<file path="config.mk">
export PLATFORM = sky130hd
export DESIGN_NAME = pam_pin_mux
export DESIGN_NICKNAME = d
export VERILOG_FILES = /design/src/hdl/pam_pkg.sv /design/src/hdl/pam_cfg_if.sv /design/src/hdl/pam_regs.sv /design/src/hdl/pam_mode_fields.sv /design/src/hdl/pam_pin_mux.sv
export VERILOG_INCLUDE_DIRS = /design/src /design/src/hdl
export SDC_FILE = /design/constraint.sdc
export NUM_CORES = 1
export LEC_CHECK = 0
export ABC_AREA = 1
export BUFFER_PORTS_ARGS = -buffer_cell sky130_fd_sc_hd__buf_2
export CORE_AREA = 5 5 120 110
export CTS_BUF_LIST = sky130_fd_sc_hd__clkbuf_4 sky130_fd_sc_hd__clkbuf_8
export CTS_CLUSTER_SIZE = 25
export DETAILED_ROUTE_END_ITERATION = 8
export DIE_AREA = 0 0 125 115
export PLACE_DENSITY = 0.85
export SLEW_MARGIN = 20
export SYNTH_ARGS = -nofsm -noshare
export SYNTH_HDL_FRONTEND = slang
export SYNTH_HIERARCHICAL = 1
export SYNTH_SLANG_ARGS = --single-unit
</file>
<file path="constraint.sdc">
create_clock -name clk -period 1.3 [get_ports clk]
set_input_delay 0.195 -clock clk [delete_from_list [all_inputs] [get_ports clk]]
set_output_delay 0.195 -clock clk [all_outputs]
set_load 0.05 [all_outputs]
</file>
<file path="src/hdl/pam_params.svh">
// constants of the port a low pin function select block
// assumes a 16-bit register image behind a 32-bit avalon-mm word slave
//
// How it works
// - pin 10 codes: 000 gpio, 001 chip select, 010 read strobe, 100 test clock, 101 clock2
// - pin 9 codes: 000 gpio, 001 timer clock d, 010 interrupt 3, 101 serial3 transmit
// - pin 8 codes: 000 gpio, 001 timer clock c, 010 interrupt 2, 101 serial3 receive
// - pin 7 codes: 000 gpio, 001 timer clock b, 011 bus wait, 101 serial2 transmit
// - pin 6 codes: 000 gpio, 001 timer clock a, 011 read strobe, 101 serial2 receive
// - pin 5 codes: 000 gpio, 011 interrupt 1, 100 address 5, 101 disable 6, 110 clock3
// - pin 4 codes: 000 gpio, 100 address 4, 101 disable 5, 110 serial3 transmit
// - pin 3 codes: 000 gpio, 100 address 3, 101 disable 4, 110 serial3 receive
// - pin 1 codes: 000 gpio, 100 address 1, 101 disable 1, 110 serial2 transmit
// - pin 0 codes: 000 gpio, 100 address 0, 101 disable 0, 110 serial2 receive
// - debug pin low at reset sets pin 10 top mode bit
// - rom-off 8-bit mode resets pin 6 low bits and pins 5..0 top bits to one
// - otherwise all fields reset to zero, gpio; all fields read and write
// - gpio, serial clock and motor pulse drive when the direction bit is one
// - the three select registers are 16 bits, read and write
`ifndef PAM_PARAMS_SVH
`define PAM_PARAMS_SVH
`define PAM_OFS_UPPER     4'h0
`define PAM_OFS_FIRST     4'h4
`define PAM_OFS_SECOND    4'h8
`define PAM_RST_ZERO      16'h0000
`define PAM_POS_DBG_BIT   10
`define PAM_POS_ROM_UPPER 5
`define PAM_POS_ROM_SEC   13
`define PAM_FIRST_BASE_PIN 8
`define PAM_MD_GPIO       3'h0
`define PAM_MD_1          3'h1
`define PAM_MD_2          3'h2
`define PAM_MD_3          3'h3
`define PAM_MD_4          3'h4
`define PAM_MD_5          3'h5
`define PAM_MD_6          3'h6
`endif

</file>
<file path="src/hdl/pam_pkg.sv">
// types of the port a low pin function select block
// assumes pam_params.svh for all numbers
package pam_pkg;
  typedef logic [2:0]             pam_code_t;
  typedef pam_code_t [10:0]       pam_modes_t;
  typedef struct packed {
    logic [15:0] upper;
    logic [15:0] first;
    logic [15:0] second;
    logic        ack;
    logic [31:0] rdata;
  } pam_regs_t;
  typedef struct packed {
    logic [10:0] pad_out;
    logic [10:0] pad_oe;
    logic [10:0] gpio_in;
    logic [3:0]  irq;
    logic [6:0]  poe;
    logic [3:0]  tclk;
    logic        bus_wait;
    logic        s2_clk;
    logic        s2_rxd;
    logic        s3_clk;
    logic        s3_rxd;
    logic        pulse_in;
    logic        test_clk;
  } pam_route_t;
endpackage

</file>
<file path="src/hdl/pam_cfg_if.sv">
// interface carrying the three select registers to the field splitter
// assumes one clock domain
`timescale 1ns/1ps
`default_nettype none
interface pam_cfg_if;
  logic [15:0] upper;
  logic [15:0] first;
  logic [15:0] second;
  modport regs (output upper, output first, output second);
  modport user (input upper, input first, input second);
endinterface
`default_nettype wire

</file>
<file path="src/hdl/pam_regs.sv">
// avalon-mm slave holding the three 16-bit select registers
// assumes straps are stable while srst is high
`timescale 1ns/1ps
`default_nettype none
`include "pam_params.svh"
module pam_regs (
  // clock and reset
  input  wire logic        clk,
  input  wire logic        srst,
  // mode straps
  input  wire logic        debug_mode_pin_n,
  input  wire logic        rom_disabled_8bit_mode,
  // avalon-mm slave
  input  wire logic [3:0]  avs_address,
  input  wire logic        avs_read,
  input  wire logic        avs_write,
  input  wire logic [31:0] avs_writedata,
  input  wire logic [3:0]  avs_byteenable,
  output logic [31:0]      avs_readdata,
  output logic             avs_waitrequest,
  // register image
  pam_cfg_if.regs          cfg
);
  pam_pkg::pam_regs_t r_reg, r_next;
  logic req;

  function automatic logic [15:0] merge16(input logic [15:0] old, input logic [15:0] d,
                                          input logic [1:0] be);
    merge16 = {be[1] ? d[15:8] : old[15:8], be[0] ? d[7:0] : old[7:0]};
  endfunction

  assign req             = avs_read | avs_write;
  assign avs_waitrequest = req & ~r_reg.ack;
  assign avs_readdata    = r_reg.rdata;
  assign cfg.upper       = r_reg.upper;
  assign cfg.first       = r_reg.first;
  assign cfg.second      = r_reg.second;

  always_comb begin
    r_next     = r_reg;
    r_next.ack = req & ~r_reg.ack;
    if (avs_read && !r_reg.ack) begin
      unique case (avs_address & 4'hc)
        `PAM_OFS_UPPER:  r_next.rdata = {16'h0000, r_reg.upper};
        `PAM_OFS_FIRST:  r_next.rdata = {16'h0000, r_reg.first};
        `PAM_OFS_SECOND: r_next.rdata = {16'h0000, r_reg.second};
        default:         r_next.rdata = 32'h0000_0000;
      endcase
    end
    if (avs_write && r_reg.ack) begin
      unique case (avs_address & 4'hc)
        `PAM_OFS_UPPER:  r_next.upper  = merge16(r_reg.upper, avs_writedata[15:0],
                                                 avs_byteenable[1:0]);
        `PAM_OFS_FIRST:  r_next.first  = merge16(r_reg.first, avs_writedata[15:0],
                                                 avs_byteenable[1:0]);
        `PAM_OFS_SECOND: r_next.second = merge16(r_reg.second, avs_writedata[15:0],
                                                 avs_byteenable[1:0]);
        default: ;
      endcase
    end
    if (srst) begin
      // straps caught by the clocked process; reset is synchronous
      r_next        = '0;
      r_next.upper  = `PAM_RST_ZERO;
      r_next.first  = `PAM_RST_ZERO;
      r_next.second = `PAM_RST_ZERO;
      r_next.upper[`PAM_POS_DBG_BIT] = ~debug_mode_pin_n;
      r_next.upper[`PAM_POS_ROM_UPPER:0] = {6{rom_disabled_8bit_mode}};
      r_next.second[`PAM_POS_ROM_SEC -: 2] = {2{rom_disabled_8bit_mode}};
    end
  end

  always_ff @(posedge clk) begin
    r_reg <= r_next;
  end
endmodule // pam_regs
`default_nettype wire

</file>
<file path="src/hdl/pam_mode_fields.sv">
// splits the register image into one 3-bit code per pin
// assumes pins 8..10 low bits in the first register, 0..7 in the second
`timescale 1ns/1ps
`default_nettype none
`include "pam_params.svh"
module pam_mode_fields (
  // register image
  pam_cfg_if.user               cfg,
  // per-pin codes
  output pam_pkg::pam_modes_t   modes
);
  function automatic pam_pkg::pam_code_t field(input logic [15:0] up, input logic [15:0] lo,
                                               input int pin, input int slot);
    field = {up[pin], lo[2*slot+1], lo[2*slot]};
  endfunction

  always_comb begin
    for (int p = 0; p < 11; p++) begin
      if (p >= `PAM_FIRST_BASE_PIN) begin
        modes[p] = field(cfg.upper, cfg.first, p, p - `PAM_FIRST_BASE_PIN);
      end else begin
        modes[p] = field(cfg.upper, cfg.second, p, p);
      end
    end
  end
endmodule // pam_mode_fields
`default_nettype wire

</file>
<file path="src/hdl/pam_pin_mux.sv">
// top of the port a pins 0..10 function select multiplexer
// assumes the direction register and peripherals live outside, all on clk
`timescale 1ns/1ps
`default_nettype none
`include "pam_params.svh"
module pam_pin_mux (
  // clock and reset
  input  wire logic        clk,
  input  wire logic        srst,
  // mode straps
  input  wire logic        debug_mode_pin_n,
  input  wire logic        rom_disabled_8bit_mode,
  // avalon-mm slave
  input  wire logic [3:0]  avs_address,
  input  wire logic        avs_read,
  input  wire logic        avs_write,
  input  wire logic [31:0] avs_writedata,
  input  wire logic [3:0]  avs_byteenable,
  output logic [31:0]      avs_readdata,
  output logic             avs_waitrequest,
  // pads
  input  wire logic [10:0] pad_in,
  output logic [10:0]      pad_out,
  output logic [10:0]      pad_oe,
  // general purpose port
  input  wire logic [10:0] port_a_direction_reg,
  input  wire logic [10:0] gpio_out_data,
  output logic [10:0]      gpio_in_data,
  // external bus controller
  input  wire logic        chip_select_zero_out,
  input  wire logic        read_strobe_out,
  input  wire logic [5:0]  address_out,
  output logic             bus_wait_req_in,
  // timers and interrupts
  output logic [3:0]       timer_ext_clock_in,
  output logic [3:0]       ext_interrupt_in,
  output logic [6:0]       output_disable_req_in,
  // serial channels
  input  wire logic        serial2_clock_io_out,
  output logic             serial2_clock_io_in,
  input  wire logic        serial2_txd_out,
  output logic             serial2_rxd_in,
  input  wire logic        serial3_clock_io_out,
  output logic             serial3_clock_io_in,
  input  wire logic        serial3_txd_out,
  output logic             serial3_rxd_in,
  // motor timer and debug
  input  wire logic        motor_timer_pulse_io_out,
  output logic             motor_timer_pulse_io_in,
  output logic             debug_test_clock_in
);
  pam_pkg::pam_route_t r_reg, r_next;
  pam_pkg::pam_modes_t md;
  pam_cfg_if           cfg ();

  pam_regs u_regs (
    .clk                    (clk),
    .srst                   (srst),
    .debug_mode_pin_n       (debug_mode_pin_n),
    .rom_disabled_8bit_mode (rom_disabled_8bit_mode),
    .avs_address            (avs_address),
    .avs_read               (avs_read),
    .avs_write              (avs_write),
    .avs_writedata          (avs_writedata),
    .avs_byteenable         (avs_byteenable),
    .avs_readdata           (avs_readdata),
    .avs_waitrequest        (avs_waitrequest),
    .cfg                    (cfg.regs)
  );

  pam_mode_fields u_fields (
    .cfg   (cfg.user),
    .modes (md)
  );

  // every pad output is registered: one cycle of latency buys glitch-free pads
  always_comb begin
    r_next          = '0;
    r_next.gpio_in  = pad_in;
    r_next.pad_out  = gpio_out_data;
    r_next.pad_oe   = port_a_direction_reg;

    // pin 10
    unique case (md[10])
      `PAM_MD_GPIO: ;
      `PAM_MD_1: begin
        r_next.pad_out[10] = chip_select_zero_out;
        r_next.pad_oe[10]  = 1'b1;
      end
      `PAM_MD_2: begin
        r_next.pad_out[10] = read_strobe_out;
        r_next.pad_oe[10]  = 1'b1;
      end
      `PAM_MD_4: begin
        // only valid on the flash variant; mask parts must not select it
        r_next.pad_oe[10]  = 1'b0;
        r_next.test_clk    = pad_in[10];
      end
      `PAM_MD_5: begin
        r_next.pad_out[10] = serial2_clock_io_out;
        r_next.s2_clk      = pad_in[10];
      end
      default: r_next.pad_oe[10] = 1'b0;
    endcase

    // pin 9
    unique case (md[9])
      `PAM_MD_GPIO: ;
      `PAM_MD_1: begin
        r_next.pad_oe[9] = 1'b0;
        r_next.tclk[3]   = pad_in[9];
      end
      `PAM_MD_2: begin
        r_next.pad_oe[9] = 1'b0;
        r_next.irq[3]    = pad_in[9];
      end
      `PAM_MD_5: begin
        r_next.pad_out[9] = serial3_txd_out;
        r_next.pad_oe[9]  = 1'b1;
      end
      default: r_next.pad_oe[9] = 1'b0;
    endcase

    // pin 8
    unique case (md[8])
      `PAM_MD_GPIO: ;
      `PAM_MD_1: begin
        r_next.pad_oe[8] = 1'b0;
        r_next.tclk[2]   = pad_in[8];
      end
      `PAM_MD_2: begin
        r_next.pad_oe[8] = 1'b0;
        r_next.irq[2]    = pad_in[8];
      end
      `PAM_MD_5: begin
        r_next.pad_oe[8] = 1'b0;
        r_next.s3_rxd    = pad_in[8];
      end
      default: r_next.pad_oe[8] = 1'b0;
    endcase

    // pin 7
    unique case (md[7])
      `PAM_MD_GPIO: ;
      `PAM_MD_1: begin
        r_next.pad_oe[7] = 1'b0;
        r_next.tclk[1]   = pad_in[7];
      end
      `PAM_MD_3: begin
        r_next.pad_oe[7] = 1'b0;
        r_next.bus_wait  = pad_in[7];
      end
      `PAM_MD_5: begin
        r_next.pad_out[7] = serial2_txd_out;
        r_next.pad_oe[7]  = 1'b1;
      end
      default: r_next.pad_oe[7] = 1'b0;
    endcase

    // pin 6
    unique case (md[6])
      `PAM_MD_GPIO: ;
      `PAM_MD_1: begin
        r_next.pad_oe[6] = 1'b0;
        r_next.tclk[0]   = pad_in[6];
      end
      `PAM_MD_3: begin
        r_next.pad_out[6] = read_strobe_out;
        r_next.pad_oe[6]  = 1'b1;
      end
      `PAM_MD_5: begin
        r_next.pad_oe[6] = 1'b0;
        r_next.s2_rxd    = pad_in[6];
      end
      default: r_next.pad_oe[6] = 1'b0;
    endcase

    // pin 5
    unique case (md[5])
      `PAM_MD_GPIO: ;
      `PAM_MD_3: begin
        r_next.pad_oe[5] = 1'b0;
        r_next.irq[1]    = pad_in[5];
      end
      `PAM_MD_4: begin
        r_next.pad_out[5] = address_out[5];
        r_next.pad_oe[5]  = 1'b1;
      end
      `PAM_MD_5: begin
        r_next.pad_oe[5] = 1'b0;
        r_next.poe[6]    = pad_in[5];
      end
      `PAM_MD_6: begin
        r_next.pad_out[5] = serial3_clock_io_out;
        r_next.s3_clk     = pad_in[5];
      end
      default: r_next.pad_oe[5] = 1'b0;
    endcase

    // pin 4
    unique case (md[4])
      `PAM_MD_GPIO: ;
      `PAM_MD_4: begin
        r_next.pad_out[4] = address_out[4];
        r_next.pad_oe[4]  = 1'b1;
      end
      `PAM_MD_5: begin
        r_next.pad_oe[4] = 1'b0;
        r_next.poe[5]    = pad_in[4];
      end
      `PAM_MD_6: begin
        r_next.pad_out[4] = serial3_txd_out;
        r_next.pad_oe[4]  = 1'b1;
      end
      default: r_next.pad_oe[4] = 1'b0;
    endcase

    // pin 3
    unique case (md[3])
      `PAM_MD_GPIO: ;
      `PAM_MD_4: begin
        r_next.pad_out[3] = address_out[3];
        r_next.pad_oe[3]  = 1'b1;
      end
      `PAM_MD_5: begin
        r_next.pad_oe[3] = 1'b0;
        r_next.poe[4]    = pad_in[3];
      end
      `PAM_MD_6: begin
        r_next.pad_oe[3] = 1'b0;
        r_next.s3_rxd    = r_next.s3_rxd | pad_in[3];
      end
      default: r_next.pad_oe[3] = 1'b0;
    endcase

    // pin 2
    unique case (md[2])
      `PAM_MD_GPIO: ;
      `PAM_MD_3: begin
        r_next.pad_oe[2] = 1'b0;
        r_next.irq[0]    = pad_in[2];
      end
      `PAM_MD_4: begin
        r_next.pad_out[2] = address_out[2];
        r_next.pad_oe[2]  = 1'b1;
      end
      `PAM_MD_5: begin
        r_next.pad_out[2] = motor_timer_pulse_io_out;
        r_next.pulse_in   = pad_in[2];
      end
      `PAM_MD_6: begin
        r_next.pad_out[2] = serial2_clock_io_out;
        r_next.s2_clk     = r_next.s2_clk | pad_in[2];
      end
      default: r_next.pad_oe[2] = 1'b0;
    endcase

    // pin 1
    unique case (md[1])
      `PAM_MD_GPIO: ;
      `PAM_MD_4: begin
        r_next.pad_out[1] = address_out[1];
        r_next.pad_oe[1]  = 1'b1;
      end
      `PAM_MD_5: begin
        r_next.pad_oe[1] = 1'b0;
        r_next.poe[1]    = pad_in[1];
      end
      `PAM_MD_6: begin
        r_next.pad_out[1] = serial2_txd_out;
        r_next.pad_oe[1]  = 1'b1;
      end
      default: r_next.pad_oe[1] = 1'b0;
    endcase

    // pin 0
    unique case (md[0])
      `PAM_MD_GPIO: ;
      `PAM_MD_4: begin
        r_next.pad_out[0] = address_out[0];
        r_next.pad_oe[0]  = 1'b1;
      end
      `PAM_MD_5: begin
        r_next.pad_oe[0] = 1'b0;
        r_next.poe[0]    = pad_in[0];
      end
      `PAM_MD_6: begin
        r_next.pad_oe[0] = 1'b0;
        r_next.s2_rxd    = r_next.s2_rxd | pad_in[0];
      end
      default: r_next.pad_oe[0] = 1'b0;
    endcase

    if (srst) begin
      r_next = '0;
    end
  end

  always_ff @(posedge clk) begin
    r_reg <= r_next;
  end

  assign pad_out                 = r_reg.pad_out;
  assign pad_oe                  = r_reg.pad_oe;
  assign gpio_in_data            = r_reg.gpio_in;
  assign bus_wait_req_in         = r_reg.bus_wait;
  assign timer_ext_clock_in      = r_reg.tclk;
  assign ext_interrupt_in        = r_reg.irq;
  assign output_disable_req_in   = r_reg.poe;
  assign serial2_clock_io_in     = r_reg.s2_clk;
  assign serial2_rxd_in          = r_reg.s2_rxd;
  assign serial3_clock_io_in     = r_reg.s3_clk;
  assign serial3_rxd_in          = r_reg.s3_rxd;
  assign motor_timer_pulse_io_in = r_reg.pulse_in;
  assign debug_test_clock_in     = r_reg.test_clk;
endmodule // pam_pin_mux
`default_nettype wire

</file>
==> results by group <==
Timing
  • Final Max Slew Viols: 0
  • Period minus WS final: 1.29 ns
  • Final Cycle Share: 0.989
  • Final Hold Vio Count: 0
  • Finish-stage setup viols: 0
  • Final WS setup: 0.0142 ns
  • Worst Skew: 0.0104 ns
  • TNS Setup: 0 ns
  • RSZ-0062 raised after global routing: true
  • Fmax: 778 MHz

Clocking
  • Worst-case clock buffer depth: 2
  • Clk sink count: 118
  • Clk slew on worst S/H paths: 0.07 ns
  • H-tree Lvls: 4
  • CTS tree: built
  • Root buf cell: clkbuf_8
  • CTS buffer count: 17
  • Clk Latency, worst-skew pair: 0.43 ns

Route
  • Post-DR vias/cell: 4.83
  • DR iter-0 viols: 390
  • First drt pass iteration count: 5
  • DRC violations left: 0
  • Total number of vias: 4697
  • Average wire per standard cell: 14.4 um
  • Routed Antenna Nets: 0
  • Routed WL: 14000 um

Floorplanning
  • Chip width: 125 um
  • Area of the core: 11800 um^2
  • Std cell rows: 38
  • Ports: 180
  • Die Ht: 115 um
  • Effective utilization at floorplan: 0.459
  • DIE AREA: 14400 um^2

Worst hold path
  • Worst Hold Launch: pad_in[8]
  • Path type of the worst min-delay path: input pin to flip-flop

Critical path
  • Worst EP required: 1.11 ns
  • FF-to-FF path depth: 7
  • Reg-to-reg startpoint: u_regs/r_reg[32]
  • Critical Path AT: 1.09 ns
  • Crit start category: flip-flop
  • R2R Setup Slk: 0.03 ns
  • Crit path launch: u_regs/r_reg[32]
  • CP Max Fanout: 2
  • CP endpoint kind: output pin
  • Setup CP Type: flip-flop to output pin
  • R2r endpoint: u_regs/cfg.upper[6]
  • Setup crit end: avs_waitrequest

GRT
  • Antenna violations before repair: 3
  • Met3 Resource Use GR: 0.0771
  • Largest net degree at the start of global routing: 19
  • First-pass GRT wire length: 21900 um
  • Grt met1 use: 0.229
  • GR met2 Demand/Resource: 0.327
  • Grt total ovfl: 0
  • Global-route usage over all layers: 0.192
  • Vias in the first global route: 4336
  • Most used routing layer: met2

Synthesis
  • Synth Area per Inst: 7.74 um^2
  • Synth warn: 6
  • Syn Inst Count: 702
  • Post-Syn Area: 5430 um^2

Placement
  • IO Port Bufs: 141
  • Setup slack at placement: 0.0456 ns
  • Gpl congestion: 0.949
  • Dpl cells: 923
  • Hpwl dp: 10700 um

Job
  • Max-cap viol count: 0

Power and ir drop
  • PD cells: 1290 nW/um^2
  • Leakage power: 2.95 nW
  • Peak VDD IR: 0.000672 V
  • Design Power: 8.08 mW

Final layout
  • Final net count: 891
  • Sequential Area: 2450 um^2
  • FILL cells: 1092
  • Synth-to-Final Area Change: 15.7%
  • Fraction of layout cells with a size suffix above 1: 0.286
  • Fin cells: 972
  • Combined area of the multi-input logic cells: 1950 um^2

Run status
  • Status: completed
==> power breakdown <==
group,switching [mW],internal (mW)
Clock,1.41,1.68
Combinational,0.805,0.336
Sequential,0.0708,3.78
Total,2.29,5.79
==> critical path, cell delays in order (launching register included) <==
cell     delay (ns)
dfxtp_2        0.33
buf_6          0.12
nor2_4         0.08
buf_8          0.15
==> per-layer routing <==
| layer | up-vias | wire length, um | share of wire |
|---|---|---|---|
| met2 | 217 | 6560 | 0.47 |
| met4 | 4 | 238 | 0.017 |
| met5 | - | 25 | 0.0018 |
| li1 | 2338 | - | - |
| met3 | 23 | 1320 | 0.095 |
| met1 | 2115 | 5830 | 0.42 |
==> stage by stage <==
stage | cell area [um^2] | hold slack, ns | util
after floorplan | 5490 | 0.279 | -
after global placement | 5700 | 0.395 | 0.481
after detailed placement | 5700 | 0.409 | 0.481
after CTS | 6240 | 0.000679 | 0.527
after global routing | 6280 | 0.00216 | 0.531
final | 6280 | 0.0110 | 0.531
==> final cells by class <==
cell class | count | area share
sequential | 118 | 0.390
multi-input combinational | 420 | 0.311
timing repair buffer | 181 | 0.169
clock buffer | 22 | 0.0462
inverter | 61 | 0.0384
tap | 160 | 0.0319
clock inverter | 9 | 0.0123
antenna | 1 | 0.000398
==> layout by cell type (no fill, tap or decap), drive strengths merged <==
cell / count
buf: 163
nand2: 112
dfxtp: 109
nor2: 109
nand3: 64
inv: 61
o21ai: 58
a21oi: 30
clkbuf: 25
conb: 18
dlygate4sd3: 15
nor3: 15
edfxtp: 9
clkinv: 7
nand4: 6
nor4: 2
a31oi: 2
diode: 1
o21a: 1
nor3b: 1
nor4b: 1
bufinv: 1
clkinvlp: 1
o22ai: 1
==> worst min path at each step <==
stage | to | slack (ns) | depth (start not counted)
CTS | gpio_in_data[7] | 0.0007 | 3
detailed placement | pad_oe[2] | 0.41 | 2
finish | gpio_in_data[8] | 0.01 | 3
floorplan | gpio_in_data[5] | 0.28 | 1
global placement | pad_out[8] | 0.39 | 3
global route | gpio_in_data[8] | 0.002 | 3
==> repair_timing <==
item	in CTS	in global routing
endpoints found under the setup margin	1	27
setup buffers	2	0
hold buffers	14	1
pin swaps	1	0
endpoints found under the hold margin	14	1
gates cloned	0	0
resized for setup	7	16
(Power assumes the default switching activity.)
